### src/core/tgo_pkg.sv
// Package of register map, field layout and reset values for the transmit gain slice
package tgo_pkg;
    localparam logic [6:0] ADDR_OFFSET_A_HI = 7'h0b;
    localparam logic [6:0] ADDR_OFFSET_A_LO = 7'h0c;
    localparam logic [6:0] ADDR_CHAN_A_GAIN_TRIM = 7'h0d;
    localparam logic [6:0] ADDR_OFFSET_B_HI = 7'h0e;
    localparam logic [6:0] ADDR_OFFSET_B_LO = 7'h0f;
    localparam logic [6:0] ADDR_CHAN_B_GAIN_TRIM = 7'h10;
    localparam logic [6:0] ADDR_SHARED_AMP_GAIN = 7'h11;
    localparam logic [6:0] ADDR_TX_GAIN_UPDATE_CONTROL = 7'h12;
    localparam int COARSE_MSB = 7;
    localparam int COARSE_LSB = 6;
    localparam int FINE_MSB = 5;
    localparam int OFFSET_DIR_BIT = 7;
    localparam int OFFSET_LO_MSB = 1;
    localparam int SLAVE_MODE_BIT = 6;
    localparam int FAST_SETTLE_BIT = 4;
    localparam logic [7:0] RST_GAIN_TRIM = 8'h00;
    localparam logic [7:0] RST_OFFSET = 8'h00;
    localparam logic [7:0] RST_SHARED_AMP_GAIN = 8'hff;
    localparam logic [7:0] RST_CONTROL = 8'h00;
    localparam logic [1:0] COARSE_ONE_ELEVENTH = 2'h0;
    localparam logic [1:0] COARSE_HALF = 2'h1;
    localparam logic [1:0] COARSE_FULL = 2'h2;
    localparam int FRAME_BITS = 16;
    localparam int RAMP_DIV_DEFAULT = 64;
endpackage

### src/core/tgo_gain_regs.sv
// Transmit gain, trim and offset register slice with shared gain update control
`timescale 1ns/1ps
`default_nettype none
// Notes on behaviour
// RULE1: Per-channel direction bit: clear puts offset on negative output, set on positive.
// RULE2: Gain register bits 7:6 hold each channel's two-bit coarse scale field.
// RULE3: Coarse code 00 is one eleventh, 01 one half, 10 and 11 full.
// RULE4: Gain register bits 5:0 are a six-bit twos complement fine trim.
// RULE5: Fine trim sense is inverted: adjustment is the negated code.
// RULE6: Shared amplifier gain is eight-bit straight binary, driving both channels.
// RULE7: Amplifier code spans minus 20 dB at zeros to 0 dB at ones.
// RULE8: Shared amplifier gain register resets to all ones.
// RULE9: Without slave mode a written gain applies right after the write.
// RULE10: In slave mode the gain waits for a power-down pin falling edge.
// RULE11: Offset is ten bits: nine magnitude bits, top bit add when set.
// RULE12: Control bit 4 picks fast settling; clear gives a smooth ramp.
module tgo_gain_regs #(
    parameter int RAMP_DIV = tgo_pkg::RAMP_DIV_DEFAULT
) (
    input wire logic clock_in,
    input wire logic nrst_in,
    input wire logic sclk_in,
    input wire logic csb_in,
    input wire logic sdio_in,
    input wire logic tx_power_down_pin_in,
    output logic sdo_out,
    output logic sdo_oe_out,
    output logic [7:0] tx_shared_gain_amp_out,
    output logic gain_fast_settle_select_out,
    output logic gain_update_slave_mode_out,
    output logic [1:0] coarse_scale_a_out,
    output logic [1:0] coarse_scale_b_out,
    output logic [6:0] fine_adjust_a_out,
    output logic [6:0] fine_adjust_b_out,
    output logic [8:0] offset_mag_a_out,
    output logic [8:0] offset_mag_b_out,
    output logic offset_add_a_out,
    output logic offset_add_b_out,
    output logic offset_pos_pin_a_out,
    output logic offset_pos_pin_b_out
);
    typedef struct packed {
        logic [1:0][7:0] gain_trim;
        logic [1:0][7:0] off_hi;
        logic [1:0][7:0] off_lo;
        logic [7:0] amp;
        logic [7:0] ctrl;
        logic [7:0] target;
        logic [7:0] applied;
        logic pwd_q;
        logic [15:0] div;
        logic [7:0] rd_data;
        logic [1:0][1:0] coarse;
        logic [1:0][6:0] fine;
        logic [1:0][8:0] mag;
        logic [1:0] add;
        logic [1:0] dir;
    } tgo_regs_s;

    tgo_regs_s st;
    tgo_regs_s next_st;
    logic [6:0] addr;
    logic [7:0] wdata;
    logic wr;
    logic sp_sdo;
    logic sp_oe;
    logic tick;
    logic pwd_fall;

    tgo_serial_port u_port (
        .clock_in(clock_in),
        .nrst_in(nrst_in),
        .sclk_in(sclk_in),
        .csb_in(csb_in),
        .sdio_in(sdio_in),
        .rd_data_in(st.rd_data),
        .addr_out(addr),
        .wr_data_out(wdata),
        .wr_pulse_out(wr),
        .sdo_out(sp_sdo),
        .sdo_oe_out(sp_oe)
    );

    assign tick = st.div == 16'h0000;
    assign pwd_fall = st.pwd_q && !tx_power_down_pin_in;

    always_comb begin
        next_st = st;
        next_st.pwd_q = tx_power_down_pin_in;
        next_st.div = tick ? 16'(RAMP_DIV - 1) : st.div - 16'h0001;
        if (wr) begin
            case (addr)
                tgo_pkg::ADDR_CHAN_A_GAIN_TRIM: next_st.gain_trim[0] = wdata;
                tgo_pkg::ADDR_CHAN_B_GAIN_TRIM: next_st.gain_trim[1] = wdata;
                tgo_pkg::ADDR_OFFSET_A_HI: next_st.off_hi[0] = wdata;
                tgo_pkg::ADDR_OFFSET_A_LO: next_st.off_lo[0] = wdata;
                tgo_pkg::ADDR_OFFSET_B_HI: next_st.off_hi[1] = wdata;
                tgo_pkg::ADDR_OFFSET_B_LO: next_st.off_lo[1] = wdata;
                tgo_pkg::ADDR_TX_GAIN_UPDATE_CONTROL: next_st.ctrl = wdata;
                tgo_pkg::ADDR_SHARED_AMP_GAIN: begin
                    next_st.amp = wdata; // RULE6
                    if (!st.ctrl[tgo_pkg::SLAVE_MODE_BIT]) begin
                        next_st.target = wdata; // RULE9
                    end
                end
                default: begin
                end
            endcase
        end
        // Pending gain taken at wake-up edge
        if (st.ctrl[tgo_pkg::SLAVE_MODE_BIT] && pwd_fall) begin
            next_st.target = st.amp; // RULE10
        end
        // Fast jump or one code per tick
        if (st.ctrl[tgo_pkg::FAST_SETTLE_BIT]) begin
            next_st.applied = st.target; // RULE12
        end else if (tick && st.applied < st.target) begin
            next_st.applied = st.applied + 8'h01; // RULE12
        end else if (tick && st.applied > st.target) begin
            next_st.applied = st.applied - 8'h01; // RULE12
        end
        case (addr)
            tgo_pkg::ADDR_CHAN_A_GAIN_TRIM: next_st.rd_data = st.gain_trim[0];
            tgo_pkg::ADDR_CHAN_B_GAIN_TRIM: next_st.rd_data = st.gain_trim[1];
            tgo_pkg::ADDR_OFFSET_A_HI: next_st.rd_data = st.off_hi[0];
            tgo_pkg::ADDR_OFFSET_A_LO: next_st.rd_data = st.off_lo[0];
            tgo_pkg::ADDR_OFFSET_B_HI: next_st.rd_data = st.off_hi[1];
            tgo_pkg::ADDR_OFFSET_B_LO: next_st.rd_data = st.off_lo[1];
            tgo_pkg::ADDR_SHARED_AMP_GAIN: next_st.rd_data = st.amp;
            tgo_pkg::ADDR_TX_GAIN_UPDATE_CONTROL: next_st.rd_data = st.ctrl;
            default: next_st.rd_data = 8'h00;
        endcase
        for (int i = 0; i < 2; i++) begin
            case (st.gain_trim[i][tgo_pkg::COARSE_MSB:tgo_pkg::COARSE_LSB]) // RULE2
                2'h0: next_st.coarse[i] = tgo_pkg::COARSE_ONE_ELEVENTH; // RULE3
                2'h1: next_st.coarse[i] = tgo_pkg::COARSE_HALF; // RULE3
                default: next_st.coarse[i] = tgo_pkg::COARSE_FULL; // RULE3
            endcase
            // Inverted sense, one extra bit for 100000
            next_st.fine[i] = 7'h00 - {st.gain_trim[i][tgo_pkg::FINE_MSB],
                                       st.gain_trim[i][tgo_pkg::FINE_MSB:0]}; // RULE4 RULE5
            next_st.mag[i] = {st.off_hi[i][6:0], st.off_lo[i][tgo_pkg::OFFSET_LO_MSB:0]}; // RULE11
            next_st.add[i] = st.off_hi[i][7]; // RULE11
            next_st.dir[i] = st.off_lo[i][tgo_pkg::OFFSET_DIR_BIT]; // RULE1
        end
    end

    always_ff @(posedge clock_in or negedge nrst_in) begin
        if (!nrst_in) begin
            st <= '0;
            st.gain_trim <= {tgo_pkg::RST_GAIN_TRIM, tgo_pkg::RST_GAIN_TRIM};
            st.off_hi <= {tgo_pkg::RST_OFFSET, tgo_pkg::RST_OFFSET};
            st.off_lo <= {tgo_pkg::RST_OFFSET, tgo_pkg::RST_OFFSET};
            st.amp <= tgo_pkg::RST_SHARED_AMP_GAIN; // RULE8
            st.target <= tgo_pkg::RST_SHARED_AMP_GAIN;
            st.applied <= tgo_pkg::RST_SHARED_AMP_GAIN; // RULE7
            st.ctrl <= tgo_pkg::RST_CONTROL;
            st.coarse <= {tgo_pkg::COARSE_ONE_ELEVENTH, tgo_pkg::COARSE_ONE_ELEVENTH};
        end else begin
            st <= next_st;
        end
    end

    assign sdo_out = sp_sdo;
    assign sdo_oe_out = sp_oe;
    assign tx_shared_gain_amp_out = st.applied;
    assign gain_fast_settle_select_out = st.ctrl[tgo_pkg::FAST_SETTLE_BIT];
    assign gain_update_slave_mode_out = st.ctrl[tgo_pkg::SLAVE_MODE_BIT];
    assign coarse_scale_a_out = st.coarse[0];
    assign coarse_scale_b_out = st.coarse[1];
    assign fine_adjust_a_out = st.fine[0];
    assign fine_adjust_b_out = st.fine[1];
    assign offset_mag_a_out = st.mag[0];
    assign offset_mag_b_out = st.mag[1];
    assign offset_add_a_out = st.add[0];
    assign offset_add_b_out = st.add[1];
    assign offset_pos_pin_a_out = st.dir[0];
    assign offset_pos_pin_b_out = st.dir[1];

    // Per-channel write, decode and read checks
    for (genvar ch = 0; ch < 2; ch++) begin : g_chan_chk
        localparam logic [6:0] TRIM_ADDR = ch == 0 ? tgo_pkg::ADDR_CHAN_A_GAIN_TRIM
            : tgo_pkg::ADDR_CHAN_B_GAIN_TRIM;
        localparam logic [6:0] HI_ADDR = ch == 0 ? tgo_pkg::ADDR_OFFSET_A_HI
            : tgo_pkg::ADDR_OFFSET_B_HI;
        localparam logic [6:0] LO_ADDR = ch == 0 ? tgo_pkg::ADDR_OFFSET_A_LO
            : tgo_pkg::ADDR_OFFSET_B_LO;

    end
endmodule
`default_nettype wire

### src/core/tgo_serial_port.sv
// Serial configuration port slave: read/write flag, 7-bit address, 8-bit data, MSB first
`timescale 1ns/1ps
`default_nettype none
module tgo_serial_port (
    input wire logic clock_in,
    input wire logic nrst_in,
    input wire logic sclk_in,
    input wire logic csb_in,
    input wire logic sdio_in,
    input wire logic [7:0] rd_data_in,
    output logic [6:0] addr_out,
    output logic [7:0] wr_data_out,
    output logic wr_pulse_out,
    output logic sdo_out,
    output logic sdo_oe_out
);
    typedef struct packed {
        logic sclk_q;
        logic rd;
        logic [4:0] cnt;
        logic [15:0] sh;
        logic [7:0] rd_sh;
        logic sdo;
        logic oe;
        logic wr;
        logic [6:0] addr;
        logic [7:0] data;
    } tgo_sp_s;

    tgo_sp_s st;
    tgo_sp_s next_st;

    always_comb begin
        next_st = st;
        next_st.sclk_q = sclk_in;
        next_st.wr = 1'b0;
        if (csb_in) begin
            next_st.cnt = 5'h00;
            next_st.oe = 1'b0;
        end else if (sclk_in && !st.sclk_q && st.cnt < 5'(tgo_pkg::FRAME_BITS)) begin
            // Sample on rising serial clock
            next_st.sh = {st.sh[14:0], sdio_in};
            next_st.cnt = st.cnt + 5'h01;
            // First bit of the frame marks a read
            if (st.cnt == 5'h00) begin
                next_st.rd = sdio_in;
            end
            if (st.cnt == 5'h07) begin
                next_st.addr = {st.sh[5:0], sdio_in};
            end
            if (st.cnt == 5'(tgo_pkg::FRAME_BITS - 1) && !st.sh[14]) begin
                next_st.data = {st.sh[6:0], sdio_in};
                next_st.wr = 1'b1;
            end
        end else if (!sclk_in && st.sclk_q && st.rd && st.cnt >= 5'h08) begin
            // Read data shifts out on falling serial clock
            if (st.cnt == 5'h08) begin
                next_st.sdo = rd_data_in[7];
                next_st.rd_sh = {rd_data_in[6:0], 1'b0};
            end else begin
                next_st.sdo = st.rd_sh[7];
                next_st.rd_sh = {st.rd_sh[6:0], 1'b0};
            end
            next_st.oe = 1'b1;
        end
    end

    always_ff @(posedge clock_in or negedge nrst_in) begin
        if (!nrst_in) begin
            st <= '0;
        end else begin
            st <= next_st;
        end
    end

    assign addr_out = st.addr;
    assign wr_data_out = st.data;
    assign wr_pulse_out = st.wr;
    assign sdo_out = st.sdo;
    assign sdo_oe_out = st.oe;
endmodule
`default_nettype wire

### config.mk
export PLATFORM = sky130hd
export DESIGN_NAME = tgo_gain_regs
export DESIGN_NICKNAME = d
export VERILOG_FILES = /design/src/core/tgo_pkg.sv /design/src/core/tgo_gain_regs.sv /design/src/core/tgo_serial_port.sv
export SDC_FILE = /design/constraint.sdc
export NUM_CORES = 1
export LEC_CHECK = 0
export ABC_CLOCK_PERIOD_IN_PS = 9800
export BUFFER_PORTS_ARGS = -buffer_cell sky130_fd_sc_hd__buf_4
export CORE_MARGIN = 2
export CORE_UTILIZATION = 30
export CTS_BUF_LIST = sky130_fd_sc_hd__clkbuf_16
export DETAILED_ROUTE_END_ITERATION = 8
export PLACE_DENSITY = 0.57
export SYNTH_ARGS = -nofsm -noshare
export SYNTH_HDL_FRONTEND = slang
export SYNTH_HIERARCHICAL = 1
export SYNTH_SLANG_ARGS = --single-unit
### constraint.sdc
create_clock -name clock_in -period 9.8 [get_ports clock_in]
set_clock_uncertainty 0.2 [all_clocks]
set_input_delay 0.49 -clock clock_in [delete_from_list [all_inputs] [get_ports clock_in]]
set_output_delay 0.49 -clock clock_in [all_outputs]
set_load 0.02 [all_outputs]
Word level (Yosys, flattened, before mapping):

Index checks and enable logic that the tools add are counted.

* RAM bits: 0
* latch bits: 0
* bits in registers: 194
* memories: 0
* input port bits: 6
* output and inout bits: 52
* memory bits (read-only): 0

* bitwise operators: 2
* shift-type cells: 0
* $lt $le $gt $ge: 4
* divide/modulo/power cells: 0
* reduce and logical (&&, ||, !) cells: 38
* equality and inequality tests: 15
* muxes and demuxes: 22
* add/subtract/negate cells: 6
* multipliers: 0

Operators with widths (number)
* 8-bit 2-to-1 mux: 8
* 8-bit one-hot mux with 8 select lines: 1
* 16-bit 2-to-1 mux: 3
* 7-bit by 4-bit == test with 1-bit output, second input constant: 5
* 7-bit by 5-bit == test with 1-bit output, second input constant: 3
* 21-bit 2-to-1 mux: 1
* 2-bit AND reduction: 10
* 16-bit zero test: 1
* 16-bit by 1-bit subtractor with 16-bit output, second input constant: 1
* 3-bit AND reduction: 5
* 1-bit by 6-bit subtractor with 7-bit output, first input constant: 2
* 5-bit by 4-bit == test with 1-bit output, second input constant: 2
* 1-bit logical AND: 10
* 9-bit 2-to-1 mux: 1
* 8-bit by 1-bit adder with 8-bit output, second input constant: 1
* 8-bit greater-than comparator: 1
* 8-bit < comparator: 1
* 2-bit one-hot mux with 2 select lines: 2
* 2-bit nonzero test: 4
* 8-bit by 1-bit subtractor with 8-bit output, second input constant: 1
* 7-bit 2-to-1 mux: 1
* 5-bit by 1-bit adder with 5-bit output, second input constant: 1
* 5-bit by 3-bit == test with 1-bit output, second input constant: 1
* 5-bit by 4-bit greater-or-equal comparator with 1-bit output, second input constant: 1
* 11 further kinds: 20

Depth between registers and ports, before layout:

Gate-level depths: netlist (run 1).

* word-level depth: 7
* depth in mapped cells: 13

Hierarchy:

The synthesis (run 1) kept the hierarchy.

By module, submodules not included
* tgo_gain_regs: cells an instance 551, instances 1, area an instance 6650.1 um2
* tgo_serial_port: cells an instance 148, instances 1, area an instance 2097.0 um2

Worst setup path after synthesis (run 1):

No wires, ideal clock.

* path kind: register to register
* start: register st[54] in the netlist's numbering
* end: register st, in the netlist tx_shared_gain_amp_out[7]
* path slack: 6.050 ns
* setup time: 0.064 ns
* period minus slack after synthesis: 3.750 ns
* arrival time: 3.486 ns
* buffers on the path: 1
* data required time: 9.536 ns
* stages on the path, launching flop included: 13
* cells stage by stage: dfrtp_1 -> or4_4 -> nor4_1 -> and3_1 -> buf_2 -> nand3_1 -> ha_1 -> a21oi_1 -> o211ai_1 -> o41a_1 -> a21o_1 -> a2111o_1 -> nand3_1

* cells in the longest elaborated chain, start to end: 4
* elaborated cells on any way between the ends: 6
* classes of those cells: mux: 2; reduce/logical: 4

RTL lines
* start: declaration: line tgo_gain_regs.sv:60 `tgo_regs_s st;`
* start signal: assignment: line tgo_gain_regs.sv:160 `st <= next_st;`
* 16-bit zero test *: line tgo_gain_regs.sv:84 `assign tick = st.div == 16'h0000;`
* 1-bit logical AND: line tgo_gain_regs.sv:117 `end else if (tick && st.applied < st.target) begin`
* 8-bit 2-to-1 mux: line tgo_gain_regs.sv:117
* 8-bit 2-to-1 mux: line tgo_gain_regs.sv:115 `if (st.ctrl[tgo_pkg::FAST_SETTLE_BIT]) begin`

Every way passes the cells marked *; elsewhere a longest branch is shown, timed or not.
A chain may end at the register's enable or synchronous reset.

Final worst setup path (run 1):

Ends and elaborated chain as after synthesis.

==> impl_metrics.json, run 1 <==
{
  "outcome": "finished with violations",
  "violations": "hold timing",
  "drt-total-wl_um": 17740,
  "max_freq_mhz": 232.8,
  "initial_utilization": 0.3048,
  "hold_violations": 12,
  "setup.worst_path.end_class": "flop",
  "clockBufferDepth": 2,
  "irDropWorstVdd_mv": 0.1064,
  "period_minus_slack_ns": 4.295,
  "max-cap-violations": 0,
  "synth-edff-count": 0,
  "viasPerCell": 4.645,
  "place.port_buffers": 57,
  "cts_repair_resized_insts": 0,
  "h-tree-depth": 4,
  "final_sum_of_negative_setup_slack_ns": 0,
  "reg2reg_from": "st[54]",
  "ioPinCount": 58,
  "row_count": 62,
  "numClockSinks": 192,
  "power_density_nw_per_um2": 160.7,
  "cp-endpoint": "tx_shared_gain_amp_out[7]",
  "dieWidth_um": 174.8,
  "cts_made_buffers": 17,
  "grt_first_pass_wirelength_um": 28770,
  "syn-instance-count": 699,
  "maximum_number_of_pins_on_one_net_before_global_route_repair": 111,
  "ff2ff_path_depth": 11,
  "avgSynthCellArea_um2": 12.51,
  "cp_data_required_time_ns": 9.97,
  "grt.overflow.total": 0,
  "max_slew.worst_pin.slew_ns": 1.072,
  "drive_gt1_frac": 0.3282,
  "drt_first_pass_iters": 5,
  "startpoint_type_of_the_worst_setup_path": "flop",
  "detailroute.via_count": 5096,
  "groute.usage.overall": 0.1197,
  "layout_common_cells": "dfrtp_1, mux2_2, buf_4, nor2_1, nand2_1",
  "syn_to_final_growth_pct": 11.34,
  "hold_path.class": "in -> async",
  "slew-limit-headroom": 0.2826,
  "power_leakage_nw": 4.760,
  "yosys.cell_types.count": 60,
  "place.detailed.hpwl_um": 12260,
  "fin_total_pwr_mw": 1.565,
  "maxSlewViolCount": 0,
  "ff_to_ff_setup_slack_ns": 5.51,
  "asr_flop_ratio_synth": 1.000,
  "fp.dieH_um": 174.8,
  "synth_seq_cells": 192,
  "worst_setup_path_startpoint": "st[54]",
  "synth-seq-area-share": 0.5527,
  "finish.net_count": 729,
  "layout_worst_path_cycle_share": 0.4383,
  "post-cts-setup-buffers": 0,
  "grt_antenna_before_repair": 0,
  "r2r_end": "tx_shared_gain_amp_out[7]",
  "post_synth_instance_area_um2": 8747,
  "arrival_ns": 4.46,
  "path_class": "reg -> reg",
  "clk_transition_reported_paths_ns": 0.07,
  "routed_wire_length_per_instance_um": 16.18,
  "placeable_core_region_um2": 28700,
  "layout.filler_cells": 2853,
  "antennaDiodeCount": 0,
  "clock_insertion_delay_worst_skew_ns": 0.44,
  "synth_top_flop_cell": "dfrtp_1",
  "floorplan.die_area_um2": 30540,
  "drt.antenna.violating_nets": 0,
  "rsz0062_at_grt": "false",
  "flip_flop_and_latch_area_um2": 4835,
  "finalHoldWorstSlack_ns": -0.05795,
  "multi_input_area_um2": 3289,
  "tritoncts": "yes",
  "setup_viol": 0,
  "drtIter0Drc": 310,
  "critical_path.max_fanout": 10,
  "postLayoutCoreUtil": 0.3393,
  "clock-root-buffer": "clkbuf_16",
  "synthesis.yosys.warnings": 6,
  "finalWeightedCongestion": 0.7685,
  "remaining_drc_errors": 0,
  "synth_fp_nets": 728,
  "mostFrequentLayoutCell": "dfrtp_1",
  "first_global_vias": 5177
}
-- power breakdown --
group / switching, mW / internal (mW) / total, mW / leakage (nW)
sequential: 0.0152 / 0.810 / 0.826 / 2.55
combinational: 0.0230 / 0.0180 / 0.0410 / 1.92
clock: 0.334 / 0.364 / 0.698 / 0.291
-- state kept, by name (all words and copies together), names as in the netlist --
| signal | flops |
|---|---|
| st | 73 |
| u_port/st | 29 |
| next_st | 22 |
| offset_mag_a_out | 9 |
| offset_mag_b_out | 9 |
| tx_shared_gain_amp_out | 8 |
| u_port/wr_data_out | 8 |
| fine_adjust_a_out | 7 |
| fine_adjust_b_out | 7 |
| u_port/addr_out | 7 |
| coarse_scale_a_out | 2 |
| coarse_scale_b_out | 2 |
| gain_fast_settle_select_out | 1 |
| gain_update_slave_mode_out | 1 |
| offset_add_a_out | 1 |
| offset_add_b_out | 1 |
| offset_pos_pin_a_out | 1 |
| offset_pos_pin_b_out | 1 |
| u_port/sdo_oe_out | 1 |
| u_port/sdo_out | 1 |
| u_port/wr_pulse_out | 1 |
-- synthesized netlist by cell type, types with 15 or more instances --
cell / instances / area, µm²
nand2_1: 33 / 123.9
buf_4: 60 / 450.4
dfrtp_1: 168 / 4204
nor2_1: 38 / 142.6
dfstp_2: 24 / 630.6
mux2i_1: 16 / 160.2
mux2_2: 106 / 1194
inv_1: 22 / 82.58
nand3_1: 23 / 115.1
a22oi_1: 18 / 135.1
ha_1: 22 / 275.3
xnor2_1: 15 / 131.4
a21oi_1: 27 / 135.1
-- repair_timing --
| item | CTS | global route |
|---|---|---|
| endpoints found under the setup margin | 0 | 0 |
| hold buffers | 1 | 0 |
| endpoints found under the hold margin | 1 | 0 |
-- logic make-up after synthesis --
family,after synthesis,share of synthesized area
DFF,192,0.5527
adders and majority gates,23,0.03376
AOI/OAI and AO/OA,76,0.05665
and+or+nand+nor,154,0.09684
buffers and inverters,100,0.07123
muxes,129,0.1638
xor gates and xnor gates,25,0.02503
-- worst max-delay path, cell delays in order, from the launching register on --
cell and delay (ns):
dfrtp_1 0.42, or4_4 0.59, nor4_1 0.43, and3_1 0.48, nand3_1 0.41, ha_1 0.42, a21oi_1 0.17, o211ai_1 0.14
o41a_1 0.34, a21o_1 0.17, a2111o_1 0.39, nand3_1 0.07
-- cell type report --
class                   instances  area share
clock buffers                  17     0.04368
inverters                      22    0.008479
clock inverters                15     0.01721
multi-input cells             407      0.3377
flip-flops and latches        192      0.4964
repair buffers                 60     0.04715
well taps                     384     0.04933
-- worst min path at each step --
stage               depth (start not counted)               endpoint  slack [ns]
floorplan                                   0  coarse_scale_a_out[0]      -0.006
global placement                            0       offset_add_a_out        0.20
detailed placement                          0       offset_add_b_out        0.18
CTS                                         1  coarse_scale_a_out[0]        0.01
global route                                1  coarse_scale_a_out[0]        0.03
finish                                      1  coarse_scale_a_out[0]       -0.06
-- stage by stage --
stage	hold slack, ns	cell area [µm²]	cells	worst slack [ns]
2_1_floorplan	-0.005591	8747	699	6.050
3_3_place_gp	0.1971	9136	1064	5.700
3_5_place_dp	0.1830	9136	1064	5.538
4_1_cts	0.01455	9739	1097	5.500
5_1_grt	0.03081	9739	1097	5.237
6_report	-0.05795	9739	1097	5.505
-- per-layer routing --
layer	share of wire	vias up	wire, µm	global-route usage
met2	0.49	75	8634	0.1948
met4	0.023	0	402	0.04688
li1	-	2402	-	-
met1	0.46	2597	8171	0.1589
met5	0	-	0	0
met3	0.030	22	534	0.02111
Power figures use the tool's default switching activity.
==> inputs of run 2 (changes only) <==
--- a/config.mk
+++ b/config.mk
@@ -5,7 +5,7 @@
 export SDC_FILE = /design/constraint.sdc
 export NUM_CORES = 1
 export LEC_CHECK = 0
-export ABC_CLOCK_PERIOD_IN_PS = 9800
+export ABC_CLOCK_PERIOD_IN_PS = 4000
 export BUFFER_PORTS_ARGS = -buffer_cell sky130_fd_sc_hd__buf_4
 export CORE_MARGIN = 2
 export CORE_UTILIZATION = 30
==> constraint.sdc (replaced) <==
create_clock -name clock_in -period 4 [get_ports clock_in]
set_clock_uncertainty 0.2 [all_clocks]
set_input_delay 0.2 -clock clock_in [delete_from_list [all_inputs] [get_ports clock_in]]
set_output_delay 0.2 -clock clock_in [all_outputs]
set_load 0.02 [all_outputs]
==> impl_metrics.json, run 2 (same netlist as run 1, synthesis figures left out) <==
{
  "power_density_nw_per_um2": 389.6,
  "fin_total_pwr_mw": 3.844,
  "arrival_ns": 3.84,
  "place.detailed.hpwl_um": 12490,
  "hold_violations": 0,
  "detailroute.via_count": 5079,
  "placeable_core_region_um2": 28700,
  "layout_worst_path_cycle_share": 0.9199,
  "grt-busiest-layer": "met2",
  "regMostFlops": "st",
  "category_of_cells_accounting_for_the_largest_share_of_critical_path_delay": "simple AND/OR/NAND/NOR gates",
  "reg2reg_from": "st[54]",
  "syn_to_final_growth_pct": 12.82,
  "cts_made_buffers": 17,
  "outcome": "completed",
  "numClockSinks": 192,
  "drt-total-wl_um": 17740,
  "period_minus_slack_ns": 3.679,
  "drt_first_pass_iters": 4,
  "max_freq_mhz": 271.8,
  "h-tree-depth": 4,
  "routed_wire_length_per_instance_um": 16.01,
  "hold_path.class": "in -> async",
  "final_critical_path_setup_slack_ns": 0.3206,
  "drt.antenna.violating_nets": 0,
  "floorplan.die_area_um2": 30540,
  "place.port_buffers": 57,
  "viasPerCell": 4.584,
  "max_slew.worst_pin.slew_ns": 0.6823,
  "ff2ff_path_depth": 11,
  "timing.critical_path.slowest_stage_cell": "or4_4",
  "layout_common_cells": "dfrtp_1, mux2_2, buf_4, nor2_1, nand2_1",
  "row_count": 62,
  "critical_path.most_common_cell": "nand3_1",
  "maximum_number_of_pins_on_one_net_before_global_route_repair": 87,
  "setup.worst_path.end_class": "flop",
  "remaining_drc_errors": 0,
  "groute.layer.met1.usage": 0.1595,
  "grt_antenna_before_repair": 0,
  "grt_first_pass_wirelength_um": 28900,
  "mostFrequentLayoutCell": "dfrtp_1",
  "drive_gt1_frac": 0.3343,
  "rsz0062_at_grt": "false",
  "ioPinCount": 58,
  "path_class": "reg -> reg",
  "max-cap-violations": 0,
  "grtUsageMet2": 0.1975,
  "irDropWorstVdd_mv": 0.3333,
  "grt_use_met3": 0.02611,
  "path_cells": "or4_4 -> nor4_4 -> and3_1 -> nand3_1 -> ha_1 -> a21oi_1 -> o211ai_1 -> o41a_1 -> a21o_1 -> a2111o_1 -> nand3_1",
  "antennaDiodeCount": 0,
  "layoutNonFillerInstCount": 1108,
  "clockBufferDepth": 2,
  "finish.net_count": 740,
  "cp_data_required_time_ns": 4.16,
  "slowest_delay_ns": 0.60,
  "r2r_end": "tx_shared_gain_amp_out[7]",
  "clock-root-buffer": "clkbuf_16",
  "tritoncts": "yes",
  "pwr-share-seq": 0.526,
  "drtIter0Drc": 338,
  "maxSlewViolCount": 0,
  "groute.usage.overall": 0.1202,
  "final_sum_of_negative_setup_slack_ns": 0,
  "internal-power_mw": 2.976,
  "finalWeightedCongestion": 0.7723,
  "clock_insertion_delay_worst_skew_ns": 0.43,
  "sw_frac_of_total": 0.2259,
  "path_buf_inv": 0,
  "power.share.combinational": 0.028,
  "detailedPlace.worstSlack_ns": 0.1135,
  "startpoint_type_of_the_worst_setup_path": "flop",
  "initial_utilization": 0.3048,
  "grt.overflow.total": 0,
  "dp.cells": 1071,
  "clk_transition_reported_paths_ns": 0.07,
  "first_global_vias": 5230,
  "net-switching-power_mw": 0.8684,
  "setup_viol": 0,
  "fp.dieH_um": 174.8,
  "power_leakage_nw": 4.821,
  "clock_group_share_of_total_power": 0.446,
  "ff_to_ff_setup_slack_ns": 0.32,
  "dieWidth_um": 174.8,
  "critical_path.max_fanout": 6,
  "slew-limit-headroom": 0.5438,
  "flip_flop_count_of_the_largest_register_after_layout": 73
}
run 2: cell types whose count changed in the layout (fill, tap and decap cells not counted), moves of 2 or more:
cell | previous run | this run
inv_6 | 7 | 4
clkinvlp_4 | 0 | 2
buf_4 | 58 | 64
clkinv_4 | 2 | 4
dlygate4sd3_1 | 1 | 5
run 2: cell type report:
type,instances,area [µm²]
Tap cell,384,480.5
Multi-Input combinational cell,407,3304
Timing Repair Buffer,71,564.3
Inverter,22,82.58
Clock buffer,17,425.4
Clock inverter,15,176.4
Sequential cell,192,4835
Fill cell,2841,18830
run 2: worst register-to-register path: stages, from the launching register on:
cell	delay, ns
dfrtp_1	0.43
or4_4	0.60
nor4_4	0.22
and3_1	0.24
nand3_1	0.23
ha_1	0.36
a21oi_1	0.18
o211ai_1	0.15
o41a_1	0.35
a21o_1	0.17
a2111o_1	0.40
nand3_1	0.07
run 2: through the flow:
stage / hold WS (ns) / util / cell area, µm²
6_report: 0.1246 / 0.3438 / 9868
4_1_cts: 0.1263 / 0.3433 / 9853
3_5_place_dp: 0.02732 / 0.3206 / 9201
3_3_place_gp: 0.03028 / 0.3206 / 9201
2_1_floorplan: -0.2956 / - / 8747
5_1_grt: 0.1553 / 0.3438 / 9868
run 2: repair_timing:
item	4_1_cts	5_1_grt
endpoints found under the setup margin	0	1
setup buffers	0	0
gates resized for setup	0	2
hold buffers	5	0
hold endpoints to repair	75	0
run 2: worst max path at each step:
| stage | cells past startpoint | startpoint | end |
|---|---|---|---|
| floorplan | 12 | st[54] | tx_shared_gain_amp_out[7] |
| global placement | 11 | st[54] | tx_shared_gain_amp_out[7] |
| detailed placement | 11 | st[54] | tx_shared_gain_amp_out[7] |
| CTS | 11 | st[54] | tx_shared_gain_amp_out[7] |
| global route | 11 | st[54] | tx_shared_gain_amp_out[7] |
| finish | 11 | st[54] | tx_shared_gain_amp_out[7] |
run 2: power groups by stage:
stage                     combinational [mW]  sequential [mW]  clock (mW)
final                                  0.107             2.02        1.71
after global placement                 0.105             2.06           0
after CTS                              0.112             2.02        1.78
after global routing                   0.123             2.03        1.86
after detailed placement               0.107             2.06           0
after floorplan                       0.0529             2.05           0
run 2: metal layers:
| metal | vias up | wire length, µm |
|---|---|---|
| met2 | 71 | 8699 |
| met4 | 0 | 238 |
| li1 | 2426 | - |
| met1 | 2566 | 8243 |
| met5 | - | 0 |
| met3 | 16 | 560 |
